[src/spi_port_map.vh]
// register map, field positions, reset values and timing counts of the serial port
`ifndef SPI_PORT_MAP_VH
`define SPI_PORT_MAP_VH

// register indices; byte address is four times the index
`define SPI_IDX_DATA 6'h21
`define SPI_IDX_CTRL 6'h22
`define SPI_IDX_STAT 6'h23

// apb address width in bits
`define SPI_AW 8

// ctrl_reg fields
`define SPI_C_IRQ_EN 7
`define SPI_C_PERIPH_EN 6
`define SPI_C_RATE2 5
`define SPI_C_MASTER 4
`define SPI_C_CPOL 3
`define SPI_C_CPHA 2
`define SPI_C_RATE1 1
`define SPI_C_RATE0 0
`define SPI_CTRL_RESET 8'h00

// ctrl_status_reg fields
`define SPI_S_XFER_DONE 7
`define SPI_S_WRITE_COLLISION_FLAG 6
`define SPI_S_OVR 5
`define SPI_S_MODE_FAULT_FLAG 4
`define SPI_S_OUT_DIS 2
`define SPI_S_SW_MANAGE 1
`define SPI_S_SW_LEVEL 0
`define SPI_STAT_RESET 8'h00

// master clock: half period of sck is this many cycles shifted left by rate_select
`define SPI_HALF_BASE 10'h004
`define SPI_DATA_RESET 8'h00

`endif

[src/spi_pin_sync.v]
// two-stage synchroniser for the serial port pins
`timescale 1ns/1ps
`default_nettype none

module spi_pin_sync (
  input wire clock_i,
  input wire rst_b_i,
  input wire [3:0] d_i,
  output wire [3:0] q_o
);

  reg [3:0] stage1; // first stage, read only by stage2
  reg [3:0] stage2; // safe to use

  // plain double flop per bit; ss resets high so it reads deselected,
  // sck resets low to match the edge finder, so no false edge after reset
  always @(posedge clock_i or negedge rst_b_i) begin
    if (!rst_b_i) begin
      stage1 <= 4'h8;
      stage2 <= 4'h8;
    end else begin
      stage1 <= d_i;
      stage2 <= stage1;
    end
  end

  assign q_o = stage2;

endmodule

`default_nettype wire

[src/spi_port.v]
// byte-wide serial peripheral port, master or slave, with apb register access
//
// Notes on behaviour
// - master drives sck, rate and cpol/cpha
// - master and enable kept only while select high
// - master data write loads shifter, msb first
// - byte end sets done flag, maybe interrupt
// - master done clears: status access, data read
// - data writes ignored until status read
// - slave data write loads shifter onto miso
// - slave transfer starts on master clock edges
// - slave done clears: status access, data access
// - select low as master: fault, disable
// - fault clears: status read, then ctrl write
// - fault refuses enable and master set
// - byte while done set gives overrun
// - overrun keeps first byte, drops later ones
// - status read clears overrun
// - data write mid-transfer dropped, collision flag
// - read buffer is synchronous to cpu
//
// Design decision made here: the APB slave port.
`timescale 1ns/1ps
`include "spi_port_map.vh"
`default_nettype none

module spi_port (
  input wire clock_i,
  input wire rst_b_i,
  input wire psel_i,
  input wire penable_i,
  input wire pwrite_i,
  input wire [7:0] paddr_i,
  input wire [31:0] pwdata_i,
  output reg [31:0] prdata_o,
  output wire pready_o,
  output wire pslverr_o,
  input wire cpu_irq_mask_i,
  output wire irq_o,
  input wire sck_i,
  output wire sck_o,
  output wire sck_oe_o,
  input wire mosi_i,
  output wire mosi_o,
  output wire mosi_oe_o,
  input wire miso_i,
  output wire miso_o,
  output wire miso_oe_o,
  input wire ss_b_i
);

  ////////////////////////////////////////////////////////////////////////////
  // helpers

  // byte address of a register index
  function [7:0] addr_of;
    input [5:0] idx;
    begin
      addr_of = {idx, 2'b00};
    end
  endfunction

  // sck half period in clock cycles for a rate code
  function [9:0] half_of;
    input [2:0] rate;
    begin
      half_of = `SPI_HALF_BASE << rate;
    end
  endfunction

  ////////////////////////////////////////////////////////////////////////////
  // pin synchronisers

  wire [3:0] pins_s; // synced ss, sck, mosi, miso
  wire ss_s; // synced select, active low on pin
  wire sck_s; // synced serial clock
  wire mosi_s; // synced mosi
  wire miso_s; // synced miso

  spi_pin_sync u_sync (
    .clock_i(clock_i),
    .rst_b_i(rst_b_i),
    .d_i({ss_b_i, sck_i, mosi_i, miso_i}),
    .q_o(pins_s)
  );

  assign ss_s = pins_s[3];
  assign sck_s = pins_s[2];
  assign mosi_s = pins_s[1];
  assign miso_s = pins_s[0];

  ////////////////////////////////////////////////////////////////////////////
  // state

  reg [7:0] ctrl; // ctrl_reg
  reg xfer_done_flag; // byte finished
  reg write_collision_flag; // write hit a busy shifter
  reg overrun_flag; // byte lost
  reg mode_fault_flag; // select dropped while master
  reg output_disable; // keep pins undriven
  reg sw_select_manage; // select from software
  reg sw_select_level; // software select level
  reg [7:0] rx_buf; // read buffer, cpu side
  reg [7:0] tx; // transmit shifter
  reg [7:0] rx; // receive shifter
  reg [2:0] bit_cnt; // trailing edges seen this byte
  reg busy; // transfer in progress
  reg first; // no leading edge yet this byte
  reg sck_int; // master clock level
  reg sck_d; // last synced sck, slave edge finder
  reg [9:0] div_cnt; // master half period count
  reg x_arm_acc; // status accessed while done set
  reg x_arm_rd; // status read while done set
  reg m_arm; // status read while fault set
  reg w_arm; // status read while collision set

  ////////////////////////////////////////////////////////////////////////////
  // apb decode

  wire acc; // access phase edge
  wire hit_d; // data_reg selected
  wire hit_c; // ctrl_reg selected
  wire hit_s; // ctrl_status_reg selected
  wire wr_d; // data write
  wire rd_d; // data read
  wire wr_c; // ctrl write
  wire wr_s; // status write
  wire rd_s; // status read

  assign acc = psel_i & penable_i;
  assign hit_d = (paddr_i == addr_of(`SPI_IDX_DATA));
  assign hit_c = (paddr_i == addr_of(`SPI_IDX_CTRL));
  assign hit_s = (paddr_i == addr_of(`SPI_IDX_STAT));
  assign wr_d = acc & pwrite_i & hit_d;
  assign rd_d = acc & ~pwrite_i & hit_d;
  assign wr_c = acc & pwrite_i & hit_c;
  assign wr_s = acc & pwrite_i & hit_s;
  assign rd_s = acc & ~pwrite_i & hit_s;

  // zero wait states; unmapped address answers with an error
  assign pready_o = 1'b1;
  assign pslverr_o = acc & ~(hit_d | hit_c | hit_s);

  ////////////////////////////////////////////////////////////////////////////
  // mode and edge logic

  wire cpol; // idle clock level
  wire cpha; // sample on trailing edge when set
  wire master_on; // master and enabled
  wire slave_on; // slave and enabled
  wire ss_eff; // effective select seen by master
  wire fault; // select low while master
  wire slave_sel; // slave picked by external master
  wire tick; // master half period over
  wire lead; // leading clock edge
  wire trail; // trailing clock edge
  wire in_bit; // bit arriving from the far side
  wire sample; // capture edge
  wire shift_e; // launch edge
  wire done; // last trailing edge of the byte
  wire [7:0] next_rx; // receive shifter after a capture
  wire [7:0] rx_final; // completed byte
  wire wr_blocked; // data write ignored while done unread
  wire wr_ok; // data write that reaches the shifter

  assign cpol = ctrl[`SPI_C_CPOL];
  assign cpha = ctrl[`SPI_C_CPHA];
  assign master_on = ctrl[`SPI_C_MASTER] & ctrl[`SPI_C_PERIPH_EN];
  assign slave_on = ~ctrl[`SPI_C_MASTER] & ctrl[`SPI_C_PERIPH_EN];
  assign ss_eff = sw_select_manage ? sw_select_level : ss_s;
  assign fault = ctrl[`SPI_C_MASTER] & ~ss_eff;
  assign slave_sel = slave_on & ~ss_s;
  assign tick = busy & master_on & (div_cnt == 10'h000);

  // slave edges come from the synced pin, master edges from the divider
  assign lead = (tick & (sck_int == cpol)) |
                (slave_sel & (sck_s != sck_d) & (sck_d == cpol));
  assign trail = (tick & (sck_int != cpol)) |
                 (slave_sel & (sck_s != sck_d) & (sck_d != cpol));
  assign in_bit = master_on ? miso_s : mosi_s;
  assign sample = cpha ? trail : lead;
  assign shift_e = cpha ? (lead & ~first) : trail;
  assign done = trail & (bit_cnt == 3'd7);
  assign next_rx = {rx[6:0], in_bit};
  assign rx_final = cpha ? next_rx : rx;
  assign wr_blocked = xfer_done_flag & ~x_arm_rd;
  assign wr_ok = wr_d & ~busy & ~wr_blocked;

  ////////////////////////////////////////////////////////////////////////////
  // shift engine

  // one engine for both modes; the mode picks the edge source, the input pin and what starts a byte
  always @(posedge clock_i or negedge rst_b_i) begin
    if (!rst_b_i) begin
      tx <= `SPI_DATA_RESET;
      rx <= `SPI_DATA_RESET;
      bit_cnt <= 3'd0;
      busy <= 1'b0;
      first <= 1'b1;
      sck_int <= 1'b0;
      sck_d <= 1'b0;
      div_cnt <= 10'h000;
    end else begin
      sck_d <= sck_s;
      if (!ctrl[`SPI_C_PERIPH_EN] || fault) begin
        // disabled or faulted: abandon the byte, clock to idle
        busy <= 1'b0;
        bit_cnt <= 3'd0;
        first <= 1'b1;
        sck_int <= cpol;
        if (wr_ok) begin
          tx <= pwdata_i[7:0];
        end
      end else if (slave_on && ss_s) begin
        // deselected slave: ready for the next byte, shifter loadable
        busy <= 1'b0;
        bit_cnt <= 3'd0;
        first <= 1'b1;
        if (wr_ok) begin
          tx <= pwdata_i[7:0];
        end
      end else if (!busy) begin
        sck_int <= cpol;
        if (wr_ok) begin
          tx <= pwdata_i[7:0];
          if (master_on) begin
            busy <= 1'b1;
            first <= 1'b1;
            div_cnt <= half_of({ctrl[`SPI_C_RATE2], ctrl[`SPI_C_RATE1],
                                ctrl[`SPI_C_RATE0]}) - 10'h001;
          end
        end else if (slave_sel && lead) begin
          // first clock edge from the master starts a slave byte
          busy <= 1'b1;
          first <= 1'b0;
          if (!cpha) begin
            rx <= next_rx;
          end
        end
      end else begin
        // master clock divider
        if (master_on) begin
          if (tick) begin
            sck_int <= ~sck_int;
            div_cnt <= half_of({ctrl[`SPI_C_RATE2], ctrl[`SPI_C_RATE1],
                                ctrl[`SPI_C_RATE0]}) - 10'h001;
          end else begin
            div_cnt <= div_cnt - 10'h001;
          end
        end
        if (lead) begin
          first <= 1'b0;
        end
        if (sample) begin
          rx <= next_rx;
        end
        if (shift_e) begin
          tx <= {tx[6:0], 1'b0}; // msb first
        end
        if (trail) begin
          bit_cnt <= bit_cnt + 3'd1;
        end
        if (done) begin
          busy <= 1'b0;
          first <= 1'b1;
        end
      end
    end
  end

  ////////////////////////////////////////////////////////////////////////////
  // control register

  // fault forces enable and master low; writes cannot set them during a fault
  always @(posedge clock_i or negedge rst_b_i) begin
    if (!rst_b_i) begin
      ctrl <= `SPI_CTRL_RESET;
    end else begin
      if (wr_c) begin
        ctrl <= pwdata_i[7:0];
        if (mode_fault_flag && !m_arm) begin
          ctrl[`SPI_C_PERIPH_EN] <= 1'b0;
          ctrl[`SPI_C_MASTER] <= 1'b0;
        end
      end
      if (fault) begin
        ctrl[`SPI_C_PERIPH_EN] <= 1'b0;
        ctrl[`SPI_C_MASTER] <= 1'b0;
      end
    end
  end

  ////////////////////////////////////////////////////////////////////////////
  // status flags and clearing sequences

  // every flag: a set in the same cycle as its clear wins
  always @(posedge clock_i or negedge rst_b_i) begin
    if (!rst_b_i) begin
      xfer_done_flag <= 1'b0;
      write_collision_flag <= 1'b0;
      overrun_flag <= 1'b0;
      mode_fault_flag <= 1'b0;
      output_disable <= 1'b0;
      sw_select_manage <= 1'b0;
      sw_select_level <= 1'b0;
      x_arm_acc <= 1'b0;
      x_arm_rd <= 1'b0;
      m_arm <= 1'b0;
      w_arm <= 1'b0;
      rx_buf <= `SPI_DATA_RESET;
    end else begin
      if (wr_s) begin
        output_disable <= pwdata_i[`SPI_S_OUT_DIS];
        sw_select_manage <= pwdata_i[`SPI_S_SW_MANAGE];
        sw_select_level <= pwdata_i[`SPI_S_SW_LEVEL];
      end
      // transfer done: master clears on data read, slave on any data access
      if ((rd_s || wr_s) && xfer_done_flag) begin
        x_arm_acc <= 1'b1;
      end
      if (rd_s && xfer_done_flag) begin
        x_arm_rd <= 1'b1;
      end
      if (done) begin
        xfer_done_flag <= 1'b1;
        x_arm_acc <= 1'b0;
        x_arm_rd <= 1'b0;
        if (xfer_done_flag) begin
          overrun_flag <= 1'b1;
        end else begin
          rx_buf <= rx_final;
        end
      end else if (x_arm_acc && (rd_d || (wr_d && !ctrl[`SPI_C_MASTER]))) begin
        xfer_done_flag <= 1'b0;
        x_arm_acc <= 1'b0;
        x_arm_rd <= 1'b0;
      end else if (rd_s) begin
        overrun_flag <= 1'b0;
      end
      if (done && rd_s && !xfer_done_flag) begin
        overrun_flag <= 1'b0;
      end
      // mode fault
      if (fault) begin
        mode_fault_flag <= 1'b1;
        m_arm <= 1'b0;
      end else if (m_arm && wr_c) begin
        mode_fault_flag <= 1'b0;
        m_arm <= 1'b0;
      end else if (rd_s && mode_fault_flag) begin
        m_arm <= 1'b1;
      end
      // write collision, no interrupt
      if (wr_d && busy) begin
        write_collision_flag <= 1'b1;
        w_arm <= 1'b0;
      end else if (w_arm && (rd_d || wr_d)) begin
        write_collision_flag <= 1'b0;
        w_arm <= 1'b0;
      end else if (rd_s && write_collision_flag) begin
        w_arm <= 1'b1;
      end
    end
  end

  ////////////////////////////////////////////////////////////////////////////
  // read data, captured in the setup cycle

  always @(posedge clock_i or negedge rst_b_i) begin
    if (!rst_b_i) begin
      prdata_o <= 32'h0000_0000;
    end else if (psel_i && !penable_i && !pwrite_i) begin
      if (hit_d) begin
        prdata_o <= {24'h00_0000, rx_buf};
      end else if (hit_c) begin
        prdata_o <= {24'h00_0000, ctrl};
      end else if (hit_s) begin
        prdata_o <= {24'h00_0000, xfer_done_flag, write_collision_flag,
                     overrun_flag, mode_fault_flag, 1'b0, output_disable,
                     sw_select_manage, sw_select_level};
      end else begin
        prdata_o <= 32'h0000_0000;
      end
    end
  end

  ////////////////////////////////////////////////////////////////////////////
  // pins and interrupt

  // collision is status only and never reaches the request
  assign irq_o = ctrl[`SPI_C_IRQ_EN] & ~cpu_irq_mask_i &
                 (xfer_done_flag | mode_fault_flag | overrun_flag);
  assign sck_o = sck_int;
  assign sck_oe_o = master_on & ~output_disable;
  assign mosi_o = tx[7];
  assign mosi_oe_o = master_on & ~output_disable;
  assign miso_o = tx[7];
  assign miso_oe_o = slave_sel & ~output_disable;

endmodule

`default_nettype wire

[config.mk]
export PLATFORM = sky130hd
export DESIGN_NAME = spi_port
export DESIGN_NICKNAME = d
export VERILOG_FILES = /design/src/spi_pin_sync.v /design/src/spi_port.v
export VERILOG_INCLUDE_DIRS = /design/src /design/src/src
export SDC_FILE = /design/constraint.sdc
export NUM_CORES = 1
export LEC_CHECK = 0
export ABC_AREA = 1
export BUFFER_PORTS_ARGS = -buffer_cell sky130_fd_sc_hd__buf_2
export CAP_MARGIN = 40
export CORE_MARGIN = 5
export CORE_UTILIZATION = 35
export DETAILED_ROUTE_END_ITERATION = 16
export HOLD_SLACK_MARGIN = 0.12
export PLACE_DENSITY = 0.57
export SETUP_SLACK_MARGIN = 0.15
export SLEW_MARGIN = 20
export SYNTH_ARGS = -nofsm -noshare
export SYNTH_HDL_FRONTEND = slang
export SYNTH_HIERARCHICAL = 1
export SYNTH_SLANG_ARGS = --single-unit
export TNS_END_PERCENT = 100
[constraint.sdc]
create_clock -name clock_i -period 4.76 [get_ports clock_i]
set_input_delay 0.714 -clock clock_i [delete_from_list [all_inputs] [get_ports clock_i]]
set_output_delay 0.714 -clock clock_i [all_outputs]
set_load 0.03 [all_outputs]
Word level (Yosys, flattened, before mapping)

Index checks and enable logic that the tools add are counted.

Output and inout port bits: 41
Word-level logic and storage cells: 222
Bits in registers: 100
Input port bits: 50

Add/subtract/negate cells: 3
Reduce and logical (&&, ||, !) cells: 48
Equal/unequal tests: 20
Bitwise logic cells: 50
Multiplexer cells: 75
Shift operators: 1

Operator list:

| kind                  | count |
|---|---|
| $mux 8                | 14 |
| $mux 1                | 51 |
| $mux 10               | 5 |
| $and 1x1->1           | 29 |
| $eq 8x8->1 const B    | 3 |
| $reduce_bool 3->1     | 7 |
| $sub 10x1->10 const B | 2 |
| $logic_and 1x1->1     | 16 |
| $not 1->1             | 15 |
| $mux 3                | 4 |
| $reduce_bool 2->1     | 6 |
| $logic_not 10->1      | 1 |
| $shl 3x3->10 const A  | 1 |
| $reduce_and 3->1      | 3 |
| $mux 7                | 1 |
| $logic_not 1->1       | 6 |
| $ne 3x1->1 const B    | 2 |
| $ne 3x2->1 const B    | 2 |
| $or 1x1->1            | 6 |
| $reduce_and 6->1      | 1 |
| $ne 5x1->1 const B    | 1 |
| $ne 5x3->1 const B    | 1 |
| $reduce_bool 5->1     | 1 |
| $logic_or 1x1->1      | 4 |
| 9 further kinds       | 15 |

Longest topological paths before layout

Gate-level depths: netlist of run 1.

Word-level depth: 12
Mapped depth: 13
Depth with buffers taken out: 13

Cells and area by module

The synthesis of run 1 kept the hierarchy.

By module, submodules not included:

| module       | area each (µm²) | cells an instance | sequential area each (µm²) | instances |
|---|---|---|---|---|
| spi_port     | 3948.8          | 516               | 1702.9                     | 1 |
| spi_pin_sync | 202.7           | 8                 | 202.7                      | 1 |

Least setup slack after synthesis of run 1

Ideal clock, no wire load.

Path kind: input port to output port
From: in paddr_i[0]
To: out pslverr_o
Buffers on the path: 0
Cell stages on the path: 6
Arrival time: 2.136 ns
Setup slack: 1.910 ns
Data required time: 4.046 ns
Path through: inv_1 nand2_1 nor2_1 nand2_1 inv_1 nor4_1

Longest elaborated chain between the ends: 5
Elaborated cells between the ends (all ways): 7
Those cells by class: eq/ne: 3; bitwise: 4

Ends and longest elaborated chain:

| element                              | RTL line                       | source |
|---|---|---|
| from (decl)                          | spi_port.v:33                  | `input wire [7:0] paddr_i,` |
| $eq 8x8->1, on equally long branches | spi_port.v:131, spi_port.v:132 |  |
| $or 1x1->1                           | spi_port.v:142                 | `assign pslverr_o = acc & ~(hit_d \| hit_c \| hit_s);` |
| $or 1x1->1 (*)                       | spi_port.v:142                 |  |
| $not 1->1 (*)                        | spi_port.v:142                 |  |
| $and 1x1->1 (*)                      | spi_port.v:142                 |  |
| to (decl)                            | spi_port.v:37                  | `output wire pslverr_o,` |

Mark *: on every way between the ends. The rest lies on a longest branch, timed or not.

Worst setup path in the final report of run 1

Ends and elaborated chain as after synthesis.

==> reports/results.ini, run 1 <==
[final_layout]
drive_gt1_frac = 0.149
largest_reg_flops = 10
syn2layout_area_growth_pct = 13.8
regMostFlops = div_cnt
fin_cells = 712
nets = 618
fillers = 1141
antennaDiodeCount = 0

[detailed_routing]
drt_iter0_drc = 190
post-route-drc-count = 0
num_vias = 3447
wl_per_cell_um = 13.7
drt_wl_total_um = 9750
avgViaCountPerCell = 4.84
antenna_left = 0
first_pass_iters = 4

[clocking]
clk_latency_ps = 340
cts_tree = yes
clkTransAtPathRegs_ps = 60
cts-buffers-inserted = 9
cts_max_path_buffers = 2
cts-root-buf = clkbuf_16
cts.sinks = 76
ctsHoldBuffers = 0
cts_resized = 0
h-tree-depth = 3
post-cts-setup-buffers = 0

[timing]
worstMarginPinSlew_ps = 817
tns_ps = 0
skew_ps = 5.21
slew_viol_final = 0
fin_crit_sh = 0.580
slew_headroom = 0.453
rsz0062_at_grt = no
period_needed_ps = 2760
fin_hold_ws_ps = 347
setup_viol = 0
max_freq_ghz = 0.362
hold_viol_final = 0

[logic_synthesis]
synth_top_family_by_area = simple AND/OR/NAND/NOR gates
async_reset_ff_frac = 1.00
netlist.area_leader.share = 0.440
syn-cell-area_um2 = 4150
synthTopCellsByArea = dfrtp_1, nand2_1, o21ai_0
synth.most_common_cell = nand2_1
yosys_warnings = 6
synth-simple-area-share = 0.276
synthMuxAreaShare = 0.00271
synth-main-ff-cell = dfrtp_1
yosys-top-cells-count = nand2_1, dfrtp_1, inv_1
synthAdderAreaFrac = 0.0121
synth_xor_area_frac = 0.0253
synth_edf_count = 0
ys_types = 40
avgSynthCellArea_um2 = 7.92
synth_cells = 524
ys_seq_elements = 76
synth_top_area_cell = dfrtp_1
synth_compound_area_frac = 0.112
yosysSeqAreaShare = 0.459

[die]
ioPinCount = 91
fp-row-count = 39
dieArea_um2 = 14100
coreArea_um2 = 11500
start_util = 0.360
die_width_um = 119
die_y_um = 119

[worst_setup_path]
worstSetupPathType = input port to output port
r2r-start = u_sync/q_o[3]
max_stage_delay_ps = 370
critPathSlowestCell = nor4_1
crit_family = simple AND/OR/NAND/NOR gates
crit_buf_inv = 4
critPathArrivalTime_ps = 2040
r2r_end = tx[7]
cp_max_fo = 6
path_cells = buf_2 -> inv_1 -> nand2_1 -> nor2_1 -> nand2_1 -> inv_1 -> nor4_1 -> buf_2
worst-endpoint-required_ps = 4050
start_kind = input port
r2r_slack_ps = 2630
reg2reg_depth = 9
critPathCaptureType = output port

[pwr]
ir_worst_vdd_uv = 165
p_leak_nw = 2.35
total_power_mw = 1.92
powerDensity_nw_per_um2 = 407

[grt]
antenna_found_initial = 0
first_global_vias = 3181
grt-ovfl-total = 0
track_usage = 0.139
grt_max_degree = 40
grt_pass1_wl_um = 15900

[outcome]
status = completed

[placement]
dp_hpwl_um = 7330
port_buffers = 41
dp_cells = 696
globalplace.congestion = 0.808

[hold_path]
worstHoldPathType = input port to asynchronous set/reset pin

[flow_run]
max-cap-violations = 0

[power by group]
part           switching, mW  internal (mW)
Combinational          0.255          0.114
Clock                  0.271          0.475
Sequential            0.0707          0.735
[how the worst max path moves through the flow]
stage / startpoint / endpoint / depth (start not counted)
final: paddr_i[0] / pslverr_o / 8
after global routing: paddr_i[0] / pslverr_o / 8
after CTS: paddr_i[0] / pslverr_o / 8
after detailed placement: paddr_i[0] / pslverr_o / 8
after global placement: paddr_i[0] / pslverr_o / 8
after floorplan: paddr_i[0] / pslverr_o / 6
[metal layers]
metal	part of all wire	GRT usage
met5	0	0
met4	0.017	0.0572
met3	0.040	0.0251
met2	0.47	0.221
met1	0.47	0.188
[layout by cell type, fill, tap and decap left out, types with 8 or more instances in the layout]
master / Yosys / layout
a21oi_1: 10 / 10
buf_2: 4 / 40
clkbuf_16: 0 / 9
conb_1: 2 / 25
dfrtp_1: 73 / 73
inv_1: 53 / 53
nand2_1: 142 / 142
nand3_1: 40 / 40
nand4_1: 10 / 10
nor2_1: 38 / 38
o21ai_0: 44 / 44
xor2_1: 8 / 8
[kinds of logic after synthesis]
logic type               count (synthesis)
AO/OA/AOI/OAI                           78
XOR/XNOR                                12
adder cells (fa/ha/maj)                  4
buffers and inverters                   93
flip-flops                              76
multiplexers                             1
other                                    2
AND/OR/NAND/NOR                        258
[layout make-up]
cell class | instances | area (um^2) | share of cell area
Clock buffer | 11 | 243 | 0.0514
Inverter | 57 | 214 | 0.0453
Sequential cell | 76 | 1910 | 0.403
Clock inverter | 5 | 83.8 | 0.0177
Multi-Input combinational cell | 378 | 1870 | 0.396
Tap cell | 143 | 179 | 0.0379
Timing Repair Buffer | 42 | 228 | 0.0482
[metrics by stage]
stage | setup WS [ps] | area (um^2) | utilization
floorplan | 1910 | 4240 | -
global placement | 2020 | 4380 | 0.380
detailed placement | 2030 | 4400 | 0.382
CTS | 2020 | 4720 | 0.410
global route | 1920 | 4720 | 0.410
finish | 2000 | 4720 | 0.410
Note: power is estimated with default switching activity, not from simulation.
==> run 2, diff against run 1 <==
--- a/config.mk
+++ b/config.mk
@@ -6,14 +6,14 @@
 export SDC_FILE = /design/constraint.sdc
 export NUM_CORES = 1
 export LEC_CHECK = 0
-export ABC_AREA = 1
+export ABC_AREA = 0
 export BUFFER_PORTS_ARGS = -buffer_cell sky130_fd_sc_hd__buf_2
 export CAP_MARGIN = 40
 export CORE_MARGIN = 5
 export CORE_UTILIZATION = 35
 export DETAILED_ROUTE_END_ITERATION = 16
 export HOLD_SLACK_MARGIN = 0.12
-export PLACE_DENSITY = 0.57
+export PLACE_DENSITY = 0.59
 export SETUP_SLACK_MARGIN = 0.15
 export SLEW_MARGIN = 20
 export SYNTH_ARGS = -nofsm -noshare
==> constraint.sdc (replaced) <==
create_clock -name clock_i -period 2.51 [get_ports clock_i]
set_input_delay 0.3765 -clock clock_i [delete_from_list [all_inputs] [get_ports clock_i]]
set_output_delay 0.3765 -clock clock_i [all_outputs]
set_load 0.03 [all_outputs]
==> reports/results.ini, run 2 <==
[logic_synthesis]
async_reset_ff_frac = 1.00
synthTopCellsByArea = dfrtp_1, mux2_2, nand2_1
synth-main-ff-cell = dfrtp_1
synthMuxAreaShare = 0.0876
syn-cell-area_um2 = 3940
synth_xor_area_frac = 0.00444
synth_edf_count = 0
yosys-top-cells-count = dfrtp_1, nand2_1, o21ai_0
synth-simple-area-share = 0.174
synth.most_common_cell = dfrtp_1
avgSynthCellArea_um2 = 9.95
synth_top_family_by_area = simple AND/OR/NAND/NOR gates
synth_compound_area_frac = 0.160
ys_seq_elements = 76
synthAdderAreaFrac = 0.0127
netlist.area_leader.share = 0.463
synth_cells = 396
synth_top_area_cell = dfrtp_1
yosysSeqAreaShare = 0.483
ys_types = 54
yosys_warnings = 6

[flow_run]
max-cap-violations = 0

[timing]
period_needed_ps = 2270
slew_viol_final = 0
max_freq_ghz = 0.441
rsz0062_at_grt = yes
hold_viol_final = 0
worstMarginPinSlew_ps = 547
fin_hold_ws_ps = 142
skew_ps = 8.18
fin_crit_sh = 0.904
slew_headroom = 0.634
tns_ps = 0
setup_viol = 0

[die]
dieArea_um2 = 13500
die_width_um = 116
ioPinCount = 91
fp-row-count = 38
coreArea_um2 = 10900
start_util = 0.360
die_y_um = 116

[final_layout]
fillers = 1052
syn2layout_area_growth_pct = 20.9
largest_reg_flops = 10
layout_commonest_cell = dfrtp_1
drive_gt1_frac = 0.261
regMostFlops = div_cnt
nets = 513
antennaDiodeCount = 0
mostFrequentLayoutCells = dfrtp_1, nand2_1, buf_2
fin_util = 0.436

[grt]
first_global_vias = 2958
grt_pass1_wl_um = 15000
grt_max_degree = 59
antenna_found_initial = 0
track_usage = 0.143
grt-ovfl-total = 0

[clocking]
cts_tree = yes
clk_latency_ps = 340
clkTransAtPathRegs_ps = 60
cts-buffers-inserted = 9
h-tree-depth = 3
cts_max_path_buffers = 2
cts-root-buf = clkbuf_16
cts.sinks = 76

[pwr]
total_power_mw = 2.83
powerDensity_nw_per_um2 = 595
p_sw_frac = 0.235
seqPwrFrac = 0.443
p_leak_nw = 2.22
pwr-share-comb = 0.061
ir_worst_vdd_uv = 284
p_int_mw = 2.17
power_frac_clock = 0.497
p_sw_mw = 0.666

[worst_setup_path]
critPathCaptureType = flip-flop
worstSetupPathType = input port to flip-flop
critPathSlowestCell = or4b_4
r2r_slack_ps = 260
reg2reg_depth = 10
worst-endpoint-required_ps = 2720
max_stage_delay_ps = 600
path_cells = buf_2 -> or4_4 -> or4b_4 -> o21bai_4 -> a21oi_2 -> o21ai_4 -> buf_12 -> mux2_4
critPathArrivalTime_ps = 2480
cp_max_fo = 8
start_kind = input port

[detailed_routing]
first_pass_iters = 4
wl_per_cell_um = 15.2
post-route-drc-count = 0
drt_wl_total_um = 9200
num_vias = 3047
antenna_left = 0
avgViaCountPerCell = 5.04
drt_iter0_drc = 216

[hold_path]
whs_path_depth = 1
worstHoldPathType = input port to flip-flop

[placement]
dp_hpwl_um = 6740
globalplace.congestion = 0.789
port_buffers = 41

[outcome]
status = completed

[run 2: per-layer routing]
| metal | part of all wire | GRT usage | wire length (um) |
|---|---|---|---|
| met5 | 0 | 0 | 0 |
| met4 | 0.011 | 0.0394 | 97 |
| met3 | 0.051 | 0.0358 | 467 |
| met2 | 0.48 | 0.233 | 4430 |
| met1 | 0.46 | 0.189 | 4210 |
[run 2: area by class of cell]
type                            instances  area [um^2]  area share
Clock buffer                            9          225      0.0473
Clock inverter                          7          100      0.0210
Inverter                               10         37.5     0.00788
Multi-Input combinational cell        293         1870       0.392
Sequential cell                        76         1910       0.400
Tap cell                              140          175      0.0368
Timing Repair Buffer                   69          453      0.0951
[run 2: kinds of logic after synthesis]
logic type | after synthesis
and+or+nand+nor | 135
buffers and inverters | 50
adders and majority gates | 4
AOI/OAI and AO/OA | 95
xor gates and xnor gates | 2
DFF | 76
other | 2
muxes | 32
[run 2: what timing repair did]
item,CTS,global route
endpoints found under the hold margin,16,0
hold buffers,1,0
endpoints found under the setup margin,0,15
setup buffers,0,1
gates resized for setup,0,2
[run 2: worst paths after layout]
check	from	endpoint
min	ss_b_i	u_sync/stage1[3]
min reg2reg	u_sync/stage1[2]	u_sync/q_o[2]
min in group asynchronous	rst_b_i	div_cnt[2]
max in group asynchronous	rst_b_i	first
max reg2reg	div_cnt[0]	rx[2]
max	paddr_i[1]	rx[2]
[run 2: worst max-delay path, delay by kind of cell]
| family | cells | cell delay, ps |
|---|---|---|
| compound gates | 3 | 420 |
| mux | 1 | 300 |
| buf+inv | 2 | 260 |
| simple gates | 2 | 1130 |
[run 2: stage by stage]
| stage | instance area, um^2 | setup slack [ps] | cells |
|---|---|---|---|
| 4_1_cts | 4750 | 212 | 603 |
| 3_3_place_gp | 4390 | -90.1 | 585 |
| 3_5_place_dp | 4420 | -92.3 | 586 |
| 2_1_floorplan | 4070 | 72.7 | 419 |
| 6_report | 4760 | 242 | 604 |
| 5_1_grt | 4760 | 117 | 604 |
[run 2: power by group through the flow]
stage	clock network (mW)	registers, mW	logic [mW]
floorplan	0	1.27	0.126
detailed placement	0	1.28	0.172
CTS	1.45	1.25	0.174
finish	1.41	1.25	0.172
global route	1.49	1.26	0.191
global placement	0	1.28	0.164
==> run 3, diff against run 2 <==
--- a/config.mk
+++ b/config.mk
@@ -13,7 +13,7 @@
 export CORE_UTILIZATION = 35
 export DETAILED_ROUTE_END_ITERATION = 16
 export HOLD_SLACK_MARGIN = 0.12
-export PLACE_DENSITY = 0.59
+export PLACE_DENSITY = 0.57
 export SETUP_SLACK_MARGIN = 0.15
 export SLEW_MARGIN = 20
 export SYNTH_ARGS = -nofsm -noshare
==> constraint.sdc (replaced) <==
create_clock -name clock_i -period 2.1 [get_ports clock_i]
set_input_delay 0.315 -clock clock_i [delete_from_list [all_inputs] [get_ports clock_i]]
set_output_delay 0.315 -clock clock_i [all_outputs]
set_load 0.03 [all_outputs]
==> reports/results.ini, run 3 (synthesized netlist as in run 2, its figures left out) <==
[outcome]
status = complete, but fails checks
violations = negative setup slack

[grt]
first_global_vias = 3233
grt_max_degree = 40
track_usage = 0.154
grt-ovfl-total = 0
grt_pass1_wl_um = 16100
antenna_found_initial = 0

[detailed_routing]
wl_per_cell_um = 15.9
num_vias = 3228
first_pass_iters = 4
antenna_left = 0
post-route-drc-count = 0
avgViaCountPerCell = 5.07
drt_wl_total_um = 10100
drt_iter0_drc = 164

[clocking]
h-tree-depth = 3
clkTransAtPathRegs_ps = 70
cts-buffers-inserted = 9
cts-root-buf = clkbuf_16
cts_max_path_buffers = 2
cts.sinks = 76
clk_latency_ps = 340
cts_tree = yes

[worst_setup_path]
critPathArrivalTime_ps = 2320
r2r_slack_ps = 50
reg2reg_depth = 8
r2r-start = ctrl[3]
cp_max_fo = 8
start_kind = input port
cp-endpoint = rx[1]
crit_start = paddr_i[4]
critPathCaptureType = flip-flop
worst-endpoint-required_ps = 2320
r2r_end = rx[1]
worstSetupPathType = input port to flip-flop

[final_layout]
syn2layout_area_growth_pct = 31.4
antennaDiodeCount = 0
drive_gt1_frac = 0.348
layout_commonest_cell = dfrtp_1
fin_cells = 637
nets = 546
fin_util = 0.474
regMostFlops = div_cnt
mostFrequentLayoutCells = dfrtp_1, nand2_1, buf_4
largest_reg_flops = 10

[flow_run]
max-cap-violations = 0

[timing]
worstMarginPinSlew_ps = 506
setup_slack_ps = -3.87
hold_viol_final = 0
tns_ps = -5.85
skew_ps = 10.1
period_needed_ps = 2100
fin_crit_sh = 1.00
rsz0062_at_grt = yes
slew_viol_final = 0
fin_hold_ws_ps = 196
max_freq_ghz = 0.475
setup_viol = 2
slew_headroom = 0.662

[die]
die_y_um = 116
dieArea_um2 = 13500
fp-row-count = 38
ioPinCount = 91
start_util = 0.360
coreArea_um2 = 10900
die_width_um = 116

[placement]
dp_cells = 601
globalplace.congestion = 0.794
dp_slack_ps = -398
dp_hpwl_um = 7120
port_buffers = 41

[pwr]
ir_worst_vdd_uv = 319
p_leak_nw = 2.43
powerDensity_nw_per_um2 = 667

[hold_path]
worstHoldPathType = input port to flip-flop

==> run 3: cell types whose count changed in the layout (fill, tap and decap cells not counted), sizes merged <==
cell	delta
clkinvlp	-3
buf	+29
dlygate4sd3	+4
inv	+3
==> run 3: worst min-delay path by stage <==
| stage | end | cells after the start | from | slack (ps) |
|---|---|---|---|---|
| after CTS | ctrl[7] | 3 | pwdata_i[7] | 190 |
| after detailed placement | u_sync/stage1[2] | 1 | rst_b_i | 340 |
| after global placement | u_sync/stage1[2] | 1 | rst_b_i | 320 |
| after global routing | ctrl[7] | 3 | pwdata_i[7] | 230 |
| after floorplan | bit_cnt[0] | 0 | rst_b_i | 20 |
| final | ctrl[7] | 3 | pwdata_i[7] | 200 |
==> run 3: through the flow <==
| stage | cell area, um^2 | power, mW |
|---|---|---|
| after CTS | 5080 | 3.48 |
| after global placement | 4560 | 1.73 |
| after floorplan | 4100 | 1.67 |
| after global routing | 5180 | 3.58 |
| final | 5180 | 3.45 |
| after detailed placement | 4560 | 1.73 |
==> run 3: metal layers <==
layer  global-route usage  wire length [um]  up-vias
met5                    0                 0        -
met4               0.0642               186        0
met3               0.0275               481       15
met2                0.249              4920       80
met1                0.205              4530     1578
li1                     -                 -     1555
==> run 3: final cells by class <==
type | count | area (um^2)
fillers | 1014 | 5760
multi-input cells | 293 | 1980
flip-flops and latches | 76 | 1910
repair buffers | 102 | 751
clock buffers | 9 | 225
well taps | 140 | 175
clock inverters | 7 | 106
inverters | 10 | 37.5
==> run 3: report_power, final <==
group          leakage, nW  internal, mW  switching [mW]
clock network        0.163          1.06           0.667
registers            0.979          1.48          0.0163
logic                 1.29        0.0691           0.153
total                 2.43          2.62           0.836
==> run 3: what timing repair did <==
item | CTS | global route
setup buffers | 11 | 3
endpoints found under the hold margin | 39 | 0
pin swaps | 13 | 6
endpoints found under the setup margin | 29 | 37
hold buffers | 5 | 0
gates cloned | 0 | 1
resized for setup | 17 | 22
==> run 3: worst max-delay path, cell delays in order <==
cell	delay (ps)
buf_6	90
or4_4	540
or4b_4	540
o21bai_4	130
a21oi_2	80
o21ai_4	170
buf_12	160
mux2_4	290
